### src/verilog/ode_cfg.svh
// Constants for the overheat diode emulation controller
`ifndef ODE_CFG_SVH
`define ODE_CFG_SVH

`define CLK_MHZ        100
`define BLANK_TIME_NS  200
`define BLANK_CYCLES   ((`BLANK_TIME_NS * `CLK_MHZ + 999) / 1000)
`define BLANK_CNT_W    8

// Positions of the asynchronous inputs in the synchroniser vector
`define SYNC_W         9
`define IN_CMD         0
`define IN_SUP_RISE    1
`define IN_SUP_FALL    2
`define IN_RAIL_5V     3
`define IN_RAIL_NEG    4
`define IN_OT_SWITCH   5
`define IN_OT_DRIVER   6
`define IN_DRAIN_NEG   7
`define IN_DRAIN_FWD   8

`endif

### src/verilog/ode_pkg.sv
// Types for the overheat diode emulation controller
package ode_pkg;
    // Gray order: normal, watch, conduct, blank
    typedef enum logic [1:0] {
        IDM_NORMAL  = 2'h0,
        IDM_WATCH   = 2'h1,
        IDM_CONDUCT = 2'h3,
        IDM_BLANK   = 2'h2
    } idm_state_t;

    typedef enum logic [1:0] {
        SU_WAIT  = 2'h0,
        SU_BUILD = 2'h1,
        SU_READY = 2'h3
    } startup_state_t;
endpackage

### src/verilog/startup_if.sv
// Carrier between the controller core and its start-up sequencer
`timescale 1ns/1ps
interface startup_if;
    logic supply_rise;
    logic supply_fall;
    logic rail_5v_ok;
    logic neg_rail_ok;
    logic rails_enable;
    logic ready;

    modport seq (
        input  supply_rise,
        input  supply_fall,
        input  rail_5v_ok,
        input  neg_rail_ok,
        output rails_enable,
        output ready
    );
    modport core (
        output supply_rise,
        output supply_fall,
        output rail_5v_ok,
        output neg_rail_ok,
        input  rails_enable,
        input  ready
    );
endinterface

### src/verilog/startup_seq.sv
// Power-up sequencer: supply threshold, rail build-up, ready flag
`timescale 1ns/1ps
`include "ode_cfg.svh"
module startup_seq (
    input  wire logic  clock,
    input  wire logic  rst_n,
    startup_if.seq     su
);
    import ode_pkg::*;

    startup_state_t state_reg;
    startup_state_t state_next;
    logic           rails_enable_reg;
    logic           rails_enable_next;
    logic           ready_reg;
    logic           ready_next;

    // Sequence: wait supply, build rails, ready; a dip restarts it
    always_comb begin
        state_next = state_reg;
        case (state_reg)
            SU_WAIT: begin
                if (su.supply_rise) begin
                    state_next = SU_BUILD;
                end
            end
            SU_BUILD: begin
                if (su.supply_fall) begin
                    state_next = SU_WAIT;
                end else if (su.rail_5v_ok && su.neg_rail_ok) begin
                    state_next = SU_READY;
                end
            end
            SU_READY: begin
                if (su.supply_fall) begin
                    state_next = SU_WAIT;
                end
            end
            default: state_next = SU_WAIT;
        endcase
        rails_enable_next = (state_next != SU_WAIT);
        ready_next        = (state_next == SU_READY);
    end

    // Reset leaves ready low, so the fault pin starts low
    always_ff @(posedge clock or negedge rst_n) begin
        if (!rst_n) begin
            state_reg        <= SU_WAIT;
            rails_enable_reg <= 1'b0;
            ready_reg        <= 1'b0;
        end else begin
            state_reg        <= state_next;
            rails_enable_reg <= rails_enable_next;
            ready_reg        <= ready_next;
        end
    end

    assign su.rails_enable = rails_enable_reg;
    assign su.ready        = ready_reg;
endmodule

### src/verilog/overheat_diode_emulation_ctrl.sv
// Overheat ideal-diode emulation state machine and fault output
`timescale 1ns/1ps
`include "ode_cfg.svh"
module overheat_diode_emulation_ctrl (
    input  wire logic clock,
    input  wire logic nrst,
    input  wire logic cmd_in,
    input  wire logic supply_above_rise,
    input  wire logic supply_below_fall,
    input  wire logic rail_5v_ok,
    input  wire logic neg_rail_ok,
    input  wire logic switch_overheat,
    input  wire logic driver_overheat,
    input  wire logic drain_negative,
    input  wire logic drain_forward,
    output wire logic switch_on,
    output wire logic fault_n,
    output wire logic rails_enable,
    output ode_pkg::idm_state_t idm_state
);
    import ode_pkg::*;

    localparam logic [`BLANK_CNT_W-1:0] BLANK_LOAD =
        `BLANK_CNT_W'(`BLANK_CYCLES - 1);

    logic                    rst_meta_reg;
    logic                    rst_n;
    logic [`SYNC_W-1:0]      async_in;
    logic [`SYNC_W-1:0]      sync1_reg;
    logic [`SYNC_W-1:0]      sync2_reg;
    idm_state_t              state_reg;
    idm_state_t              state_next;
    logic [`BLANK_CNT_W-1:0] blank_cnt_reg;
    logic [`BLANK_CNT_W-1:0] blank_cnt_next;
    logic                    cmd_prev_reg;
    logic                    cmd_prev_next;
    logic                    switch_on_reg;
    logic                    switch_on_next;
    logic                    fault_n_reg;
    logic                    fault_n_next;
    logic                    cmd_s;
    logic                    ot_sw;
    logic                    ot_drv;
    logic                    shutdown;
    logic                    fall;
    logic                    ready;

    startup_if su ();

    // Falling edge seen between the previous and current command sample
    function automatic logic falling(input logic prev, input logic cur);
        return prev && !cur;
    endfunction

    // Reset release through two flops; assertion stays asynchronous
    always_ff @(posedge clock or negedge nrst) begin
        if (!nrst) begin
            rst_meta_reg <= 1'b0;
            rst_n        <= 1'b0;
        end else begin
            rst_meta_reg <= 1'b1;
            rst_n        <= rst_meta_reg;
        end
    end

    assign async_in = {drain_forward, drain_negative, driver_overheat,
                       switch_overheat, neg_rail_ok, rail_5v_ok,
                       supply_below_fall, supply_above_rise, cmd_in};

    // Every pin and comparator passes two flops before any logic
    genvar i;
    generate
        for (i = 0; i < `SYNC_W; i = i + 1) begin : g_sync
            always_ff @(posedge clock or negedge rst_n) begin
                if (!rst_n) begin
                    sync1_reg[i] <= 1'b0;
                    sync2_reg[i] <= 1'b0;
                end else begin
                    sync1_reg[i] <= async_in[i];
                    sync2_reg[i] <= sync1_reg[i];
                end
            end
        end
    endgenerate

    assign cmd_s    = sync2_reg[`IN_CMD];
    assign ot_sw    = sync2_reg[`IN_OT_SWITCH];
    assign ot_drv   = sync2_reg[`IN_OT_DRIVER];
    assign shutdown = ot_sw || ot_drv;
    assign fall     = falling(cmd_prev_reg, cmd_s);
    assign ready    = su.ready;

    assign su.supply_rise = sync2_reg[`IN_SUP_RISE];
    assign su.supply_fall = sync2_reg[`IN_SUP_FALL];
    assign su.rail_5v_ok  = sync2_reg[`IN_RAIL_5V];
    assign su.neg_rail_ok = sync2_reg[`IN_RAIL_NEG];

    startup_seq u_startup (
        .clock (clock),
        .rst_n (rst_n),
        .su    (su.seq)
    );

    // Next state of the emulation machine and its switch and fault pins
    always_comb begin
        state_next     = state_reg;
        blank_cnt_next = blank_cnt_reg;
        cmd_prev_next  = cmd_s;
        if (!ready || !shutdown) begin
            state_next = IDM_NORMAL;
        end else if (ot_drv) begin
            // Driver too hot: park off in watch, resume when it cools
            state_next = IDM_WATCH;
        end else if (fall) begin
            // No count or lockout: a weak partner must not be starved
            state_next     = IDM_BLANK;
            blank_cnt_next = BLANK_LOAD;
        end else begin
            case (state_reg)
                IDM_NORMAL: state_next = IDM_WATCH;
                IDM_BLANK: begin
                    // Fixed time only; a missing drain rise cannot hang
                    if (blank_cnt_reg == '0) begin
                        state_next = IDM_WATCH;
                    end else begin
                        blank_cnt_next = blank_cnt_reg - 1'b1;
                    end
                end
                IDM_WATCH: begin
                    if (sync2_reg[`IN_DRAIN_NEG]) begin
                        state_next = IDM_CONDUCT;
                    end
                end
                IDM_CONDUCT: begin
                    if (sync2_reg[`IN_DRAIN_FWD]) begin
                        state_next = IDM_WATCH;
                    end
                end
                default: state_next = IDM_WATCH;
            endcase
        end
        // Only conduct turns the switch on while in shutdown
        switch_on_next = ready && ((state_next == IDM_NORMAL && cmd_s)
                         || state_next == IDM_CONDUCT);
        fault_n_next   = ready && !shutdown;
    end

    // Registers only; fault starts low so the pin is low at power-up
    always_ff @(posedge clock or negedge rst_n) begin
        if (!rst_n) begin
            state_reg     <= IDM_NORMAL;
            blank_cnt_reg <= '0;
            cmd_prev_reg  <= 1'b0;
            switch_on_reg <= 1'b0;
            fault_n_reg   <= 1'b0;
        end else begin
            state_reg     <= state_next;
            blank_cnt_reg <= blank_cnt_next;
            cmd_prev_reg  <= cmd_prev_next;
            switch_on_reg <= switch_on_next;
            fault_n_reg   <= fault_n_next;
        end
    end

    assign switch_on    = switch_on_reg;
    assign fault_n      = fault_n_reg;
    assign rails_enable = su.rails_enable;
    assign idm_state    = state_reg;

    // Helper: cycles spent in blanking, for the fixed-length check
    logic [`BLANK_CNT_W-1:0] blank_age_reg;
    always_ff @(posedge clock or negedge rst_n) begin
        if (!rst_n) begin
            blank_age_reg <= '0;
        end else if (state_next == IDM_BLANK && state_reg == IDM_BLANK
                     && !fall) begin
            blank_age_reg <= blank_age_reg + 1'b1;
        end else begin
            blank_age_reg <= '0;
        end
    end

    logic idm_run;
    assign idm_run = ready && ot_sw && !ot_drv;
endmodule

### config.mk
export PLATFORM = sky130hd
export DESIGN_NAME = overheat_diode_emulation_ctrl
export DESIGN_NICKNAME = d
export VERILOG_FILES = /design/src/verilog/ode_pkg.sv /design/src/verilog/startup_if.sv /design/src/verilog/startup_seq.sv /design/src/verilog/overheat_diode_emulation_ctrl.sv
export VERILOG_INCLUDE_DIRS = /design/src /design/src/verilog
export SDC_FILE = /design/constraint.sdc
export NUM_CORES = 1
export LEC_CHECK = 0
export CAP_MARGIN = 20
export CORE_AREA = 2 2 56 58
export DETAILED_ROUTE_END_ITERATION = 6
export DIE_AREA = 0 0 58 60
export DONT_BUFFER_PORTS = 1
export GPL_TIMING_DRIVEN = 1
export PLACE_DENSITY = 0.65
export SLEW_MARGIN = 20
export SYNTH_ARGS = -nofsm -noshare
export SYNTH_HDL_FRONTEND = slang
export SYNTH_SLANG_ARGS = --single-unit
### constraint.sdc
create_clock -name clock -period 3.05 [get_ports clock]
set_clock_uncertainty 0.2 [all_clocks]
set_input_delay 0.1525 -clock clock [delete_from_list [all_inputs] [get_ports clock]]
set_output_delay 0.1525 -clock clock [all_outputs]
set_load 0.005 [all_outputs]
==> results_dict.tcl, run 1 <==
set metrics [dict create \
    yosysUniqueCellTypes 33 \
    synth_area_um2 1360 \
    r2r_setup_slack_ps 1040 \
    vias 805 \
    track_usage_pct 15.0 \
    arrival_ps 2060 \
    grt_max_degree 22 \
    drtIter0Drc 21 \
    syn_area_per_cell_um2 13.4 \
    post_cts_resized 0 \
    drv_cap 0 \
    powerDensity_nw_per_um2 577 \
    drtPass1Iterations 4 \
    required_ps 3110 \
    p_seq_share_pct 57.6 \
    drc_errors 0 \
    cts_root_buf "clkbuf_4" \
    synth_cells 101 \
    layout-drive-gt1-share_pct 14.0 \
    drt_wl_total_mm 2.08 \
    start_util_pct 46.7 \
    ys_seq_area_share_pct 68.3 \
    place.gp.congestion 0.766 \
    worstSetupPathType "flip-flop to flip-flop" \
    status "complete, no violations" \
    place_ws_ps 1070 \
    cts_num_sinks 37 \
    n_fill_cell 244 \
    syn_nets 113 \
    rr_endpoint "blank_cnt_reg[7]$_DFFE_PN0P_" \
    cts_tree "yes" \
    relSlewSlack_pct 47.2 \
    final_common_cell "dfrtp_1" \
    worst_pin_slew_ps 792 \
    final_cell_mix "dfrtp_1 (37), dlygate4sd3_1 (11), nor2_1 (7)" \
    wire_per_inst_um 13.5 \
    die_area_um2 3480 \
    numCtsBuffers 5 \
    antenna_found_initial 0 \
    hpwl_mm 1.48 \
    antenna_violating_nets_post_route 0 \
    peakVddDrop_mv 0.359 \
    rows 20 \
    r2r-start "blank_cnt_reg[2]$_DFFE_PN0P_" \
    clock.fmax_mhz 498 \
    ys_warn_count 0 \
    post_cts_buffers 0 \
    finalCritPeriodShare_pct 65.8 \
    die_y_um 60 \
    reg2regPathDepth 4 \
    p_clk_share_pct 37.4 \
    finalSetupViolations 0 \
    hold_viol_final 0 \
    numPortBuffers 0 \
    area_delta_synth_final_pct 18.3 \
    synth_seq_cells 37 \
    boundaryPins 16 \
    routed_via_density 5.23 \
    p_leak_uw 0.000712 \
    h-tree-depth 2 \
    grt_pass1_vias 848 \
    finish.net_count 132 \
    fin_setup_tns_ps 0 \
    cp-end-kind "flip-flop" \
    worstPathMaxFanout 7 \
    insertion_delay_ps 320 \
    ys.flop_type "dfrtp_1" \
    register_area_um2 926 \
    clk_pin_slew_ps 110 \
    p_comb_share_pct 5.1 \
    p_sw_uw 193 \
    p_int_uw 732 \
    switching_share_pct 20.8 \
    drv_slew 0 \
    synth-edff-count 0 \
    grt_pass1_wl_mm 3.75 \
    largest_register_ff_count 9 \
    fin_ws_ps 1040 \
    diodes 0 \
    core_um2 2900 \
    rsz0062_at_grt "false" \
    crit_path_start_kind "flip-flop" \
    grt_overflow 0 \
    postCtsHoldBufs 11 \
    multi_input_area_um2 418 \
    die_w_um 58 \
    async_flop_share_pct 100 \
    hold_path_class "flip-flop to async pin" \
    cts_buffer_depth 2 \
    min_period_ps 2010 \
]
-- layer usage --
layer | up-vias | track usage, % | share of wire (%)
li1 | 397 | - | -
met1 | 386 | 18.3 | 44
met2 | 20 | 23.2 | 51
met3 | 2 | 6.28 | 4.2
met4 | 0 | 7.31 | 0.82
met5 | - | 0 | 0
-- power groups by stage --
stage	logic (µW)	registers (µW)	clock network, µW
after global routing	53.2	537	379
final	46.7	532	346
after floorplan	26.3	540	0
after global placement	34.2	541	0
after detailed placement	35.8	544	0
after CTS	46.9	533	359
-- critical path, stage by stage (launching register included) --
cell	delay, ps
dfrtp_1	450
nor4_2	550
nand2b_1	120
or4_1	470
a21oi_1	150
-- how the worst max path moves through the flow --
stage                     slack [ps]  cells after the start                            to                    startpoint
after global routing             890                      4  blank_cnt_reg[7]$_DFFE_PN0P_  blank_cnt_reg[2]$_DFFE_PN0P_
after global placement          1120                      4  blank_cnt_reg[5]$_DFFE_PN0P_        idm_state[0]$_DFF_PN0_
after floorplan                 1160                      4  blank_cnt_reg[5]$_DFFE_PN0P_        idm_state[0]$_DFF_PN0_
final                           1040                      4  blank_cnt_reg[7]$_DFFE_PN0P_  blank_cnt_reg[2]$_DFFE_PN0P_
after CTS                       1040                      4  blank_cnt_reg[7]$_DFFE_PN0P_  blank_cnt_reg[2]$_DFFE_PN0P_
after detailed placement        1070                      4  blank_cnt_reg[7]$_DFFE_PN0P_  blank_cnt_reg[2]$_DFFE_PN0P_
-- cells in the mapped netlist (2+ instances only) --
cell / number / area [µm²]
or4_4: 2 / 22.5
nor2_1: 7 / 26.3
nor3_1: 5 / 25.0
xnor2_1: 3 / 26.3
a21oi_1: 3 / 15.0
inv_1: 3 / 11.3
a31oi_1: 2 / 12.5
o21ai_0: 4 / 20.0
nor2b_1: 4 / 25.0
nand2b_1: 3 / 18.8
a211oi_1: 2 / 15.0
dfrtp_1: 37 / 926
nand2_1: 4 / 15.0
or4_1: 2 / 15.0
o211ai_1: 2 / 15.0
-- metrics by stage --
| step | std cells | cell area (µm²) | hold slack, ps | util [%] | power (µW) |
|---|---|---|---|---|---|
| 2_1_floorplan | 101 | 1360 | -343 | - | 566 |
| 3_3_place_gp | 135 | 1400 | -343 | 48.4 | 575 |
| 3_5_place_dp | 135 | 1400 | -343 | 48.4 | 579 |
| 4_1_cts | 154 | 1600 | 155 | 55.2 | 939 |
| 5_1_grt | 154 | 1600 | 148 | 55.2 | 968 |
| 6_report | 154 | 1600 | 134 | 55.2 | 925 |
-- layout make-up --
type	count	share of cell area [%]
Inverter	3	0.703
Clock inverter	2	2.34
Tap cell	33	2.58
Sequential cell	37	57.8
Clock buffer	6	3.20
Timing Repair Buffer	12	7.34
Multi-Input combinational cell	61	26.1
-- kinds of logic (layout without fill, tap and decap cells) --
group                    Yosys count  in the layout  share of synthesized area [%]
other                              1              1                          0.277
adder cells (fa/ha/maj)            1              1                          0.923
flip-flops                        37             37                           68.3
XOR/XNOR                           3              3                           1.94
buffers and inverters              3             23                          0.831
multiplexers                       1              1                          0.739
AND/OR/NAND/NOR                   37             37                           18.1
AO/OA/AOI/OAI                     18             18                           8.86
No activity file was read; power rests on OpenSTA's default activity.
==> inputs of run 2 (changes only) <==
- PLACE_DENSITY: 0.65 -> 0.68
- clock period: 3.05 -> 1.7 ns (I/O delays scaled with it)
==> run 2 against run 1 <==
Against the previous run:
- the run now ends with setup timing left
- clock-buffer cell count decreased by 1
- core utilization up 8.7 points
- worst setup slack got worse by 1300 ps
- critical path depth stayed put
- largest power group unchanged
- cell count increased by 12%
==> results_dict.tcl, run 2 (same netlist as run 1, synthesis figures left out) <==
set metrics [dict create \
    track_usage_pct 17.0 \
    cp-end-kind "flip-flop" \
    largest_register_ff_count 9 \
    r2r-start "ot_drv$_DFF_PN0_" \
    n_fill_cell 204 \
    drc_errors 0 \
    wire_per_inst_um 15.6 \
    layout-drive-gt1-share_pct 35.7 \
    antenna_violating_nets_post_route 0 \
    place.gp.congestion 0.826 \
    die_w_um 58 \
    reg2regPathDepth 4 \
    cts_num_sinks 37 \
    violations "setup timing" \
    multi_input_area_um2 533 \
    finalSetupViolations 10 \
    die_y_um 60 \
    h-tree-depth 2 \
    met1_usage_pct 19.2 \
    final_cell_mix "dfrtp_1 (37), buf_4 (16), dlygate4sd3_1 (12)" \
    min_period_ps 1950 \
    drt_wl_total_mm 2.69 \
    hold_path_class "flip-flop to async pin" \
    top_usage_layer "met2" \
    finalCritPeriodShare_pct 115 \
    holdWs_ps 24.2 \
    numCtsBuffers 5 \
    arrival_ps 2020 \
    hpwl_mm 1.56 \
    drv_cap 0 \
    diodes 0 \
    routed_via_density 5.35 \
    cts_tree "yes" \
    boundaryPins 16 \
    worstPathMaxFanout 5 \
    drtPass1Iterations 4 \
    p_leak_uw 0.000815 \
    rr_endpoint "blank_cnt_reg[7]$_DFFE_PN0P_" \
    status "finished, violations left" \
    cts_root_buf "clkbuf_4" \
    met3_usage_pct 5.84 \
    die_area_um2 3480 \
    core_um2 2900 \
    grt_pass1_vias 981 \
    area_delta_synth_final_pct 36.8 \
    cts_buffer_depth 2 \
    vias 926 \
    fin_setup_tns_ps -1110 \
    required_ps 1780 \
    grt_max_degree 30 \
    antenna_found_initial 0 \
    clock.fmax_mhz 513 \
    rsz0062_at_grt "true" \
    powerDensity_nw_per_um2 851 \
    grt_overflow 0 \
    numPortBuffers 0 \
    start_util_pct 46.7 \
    finish.net_count 151 \
    insertion_delay_ps 340 \
    critPathLaunch "ot_drv$_DFF_PN0_" \
    fin_ws_ps -248 \
    peakVddDrop_mv 0.750 \
    r2r_setup_slack_ps -250 \
    drv_slew 0 \
    crit_path_start_kind "flip-flop" \
    final_common_cell "dfrtp_1" \
    grt_pass1_wl_mm 4.25 \
    clk_pin_slew_ps 120 \
    worstSetupPathType "flip-flop to flip-flop" \
    hold_viol_final 0 \
    use_met2_pct 29.2 \
    drtIter0Drc 32 \
    rows 20 \
    register_area_um2 926 \
]
==> run 2: cell types whose count changed in the layout (fill, tap and decap cells not counted), sizes merged <==
cell | previous run | this run
clkbuf | 6 | 5
bufinv | 1 | 0
clkinv | 0 | 3
dlygate4sd3 | 11 | 12
clkinvlp | 1 | 0
buf | 1 | 19
==> run 2: power by group <==
part / internal [µW] / switching [µW]
Clock: 164 / 299
Combinational: 90.8 / 79.6
Sequential: 922 / 22.6
Total: 1180 / 402
==> run 2: repair_timing <==
item | CTS | global route
setup endpoints to repair | 7 | 11
buffers inserted | 1 | 7
gates cloned | 0 | 0
resized for setup | 7 | 14
hold endpoints to repair | 17 | 0
pin swaps | 5 | 16
hold buffers | 12 | 0
==> run 2: critical path, cell delays in order (launching register included) <==
cell	delay (ps)
dfrtp_1	390
nand3b_4	160
or4_4	520
or4_1	460
a21oi_2	150
==> run 2: final cells by class <==
class                      instances  share of cell area (%)
tap                               33                    2.23
clock buffer                       5                    2.02
sequential                        37                    49.9
timing repair buffer              31                    15.2
inverter                           3                   0.607
multi-input combinational         61                    28.7
clock inverter                     3                    1.21
==> run 2: metrics by stage <==
stage          utilization [%]  area, µm²  setup WS [ps]  total power [µW]  cells
6_report                  63.9       1850           -248              1580    173
5_1_grt                   63.9       1850           -308              1660    173
4_1_cts                   59.4       1720           -222              1560    167
3_5_place_dp              52.0       1510           -197              1060    146
3_3_place_gp              52.0       1510           -164              1060    146
2_1_floorplan                -       1370           -187              1020    101
==> run 2: worst max path at each step <==
stage | endpoint | slack, ps
floorplan | blank_cnt_reg[5]$_DFFE_PN0P_ | -190
global placement | blank_cnt_reg[5]$_DFFE_PN0P_ | -160
detailed placement | blank_cnt_reg[5]$_DFFE_PN0P_ | -200
CTS | blank_cnt_reg[5]$_DFFE_PN0P_ | -220
global route | blank_cnt_reg[5]$_DFFE_PN0P_ | -310
finish | blank_cnt_reg[7]$_DFFE_PN0P_ | -250
==> run 2: metal layers <==
| layer | up-vias | share of wire (%) | routed length (µm) |
|---|---|---|---|
| li1 | 436 | - | - |
| met1 | 456 | 40 | 1090 |
| met5 | - | 0 | 0 |
| met4 | 0 | 2.4 | 64 |
| met2 | 26 | 52 | 1410 |
| met3 | 8 | 5.0 | 135 |
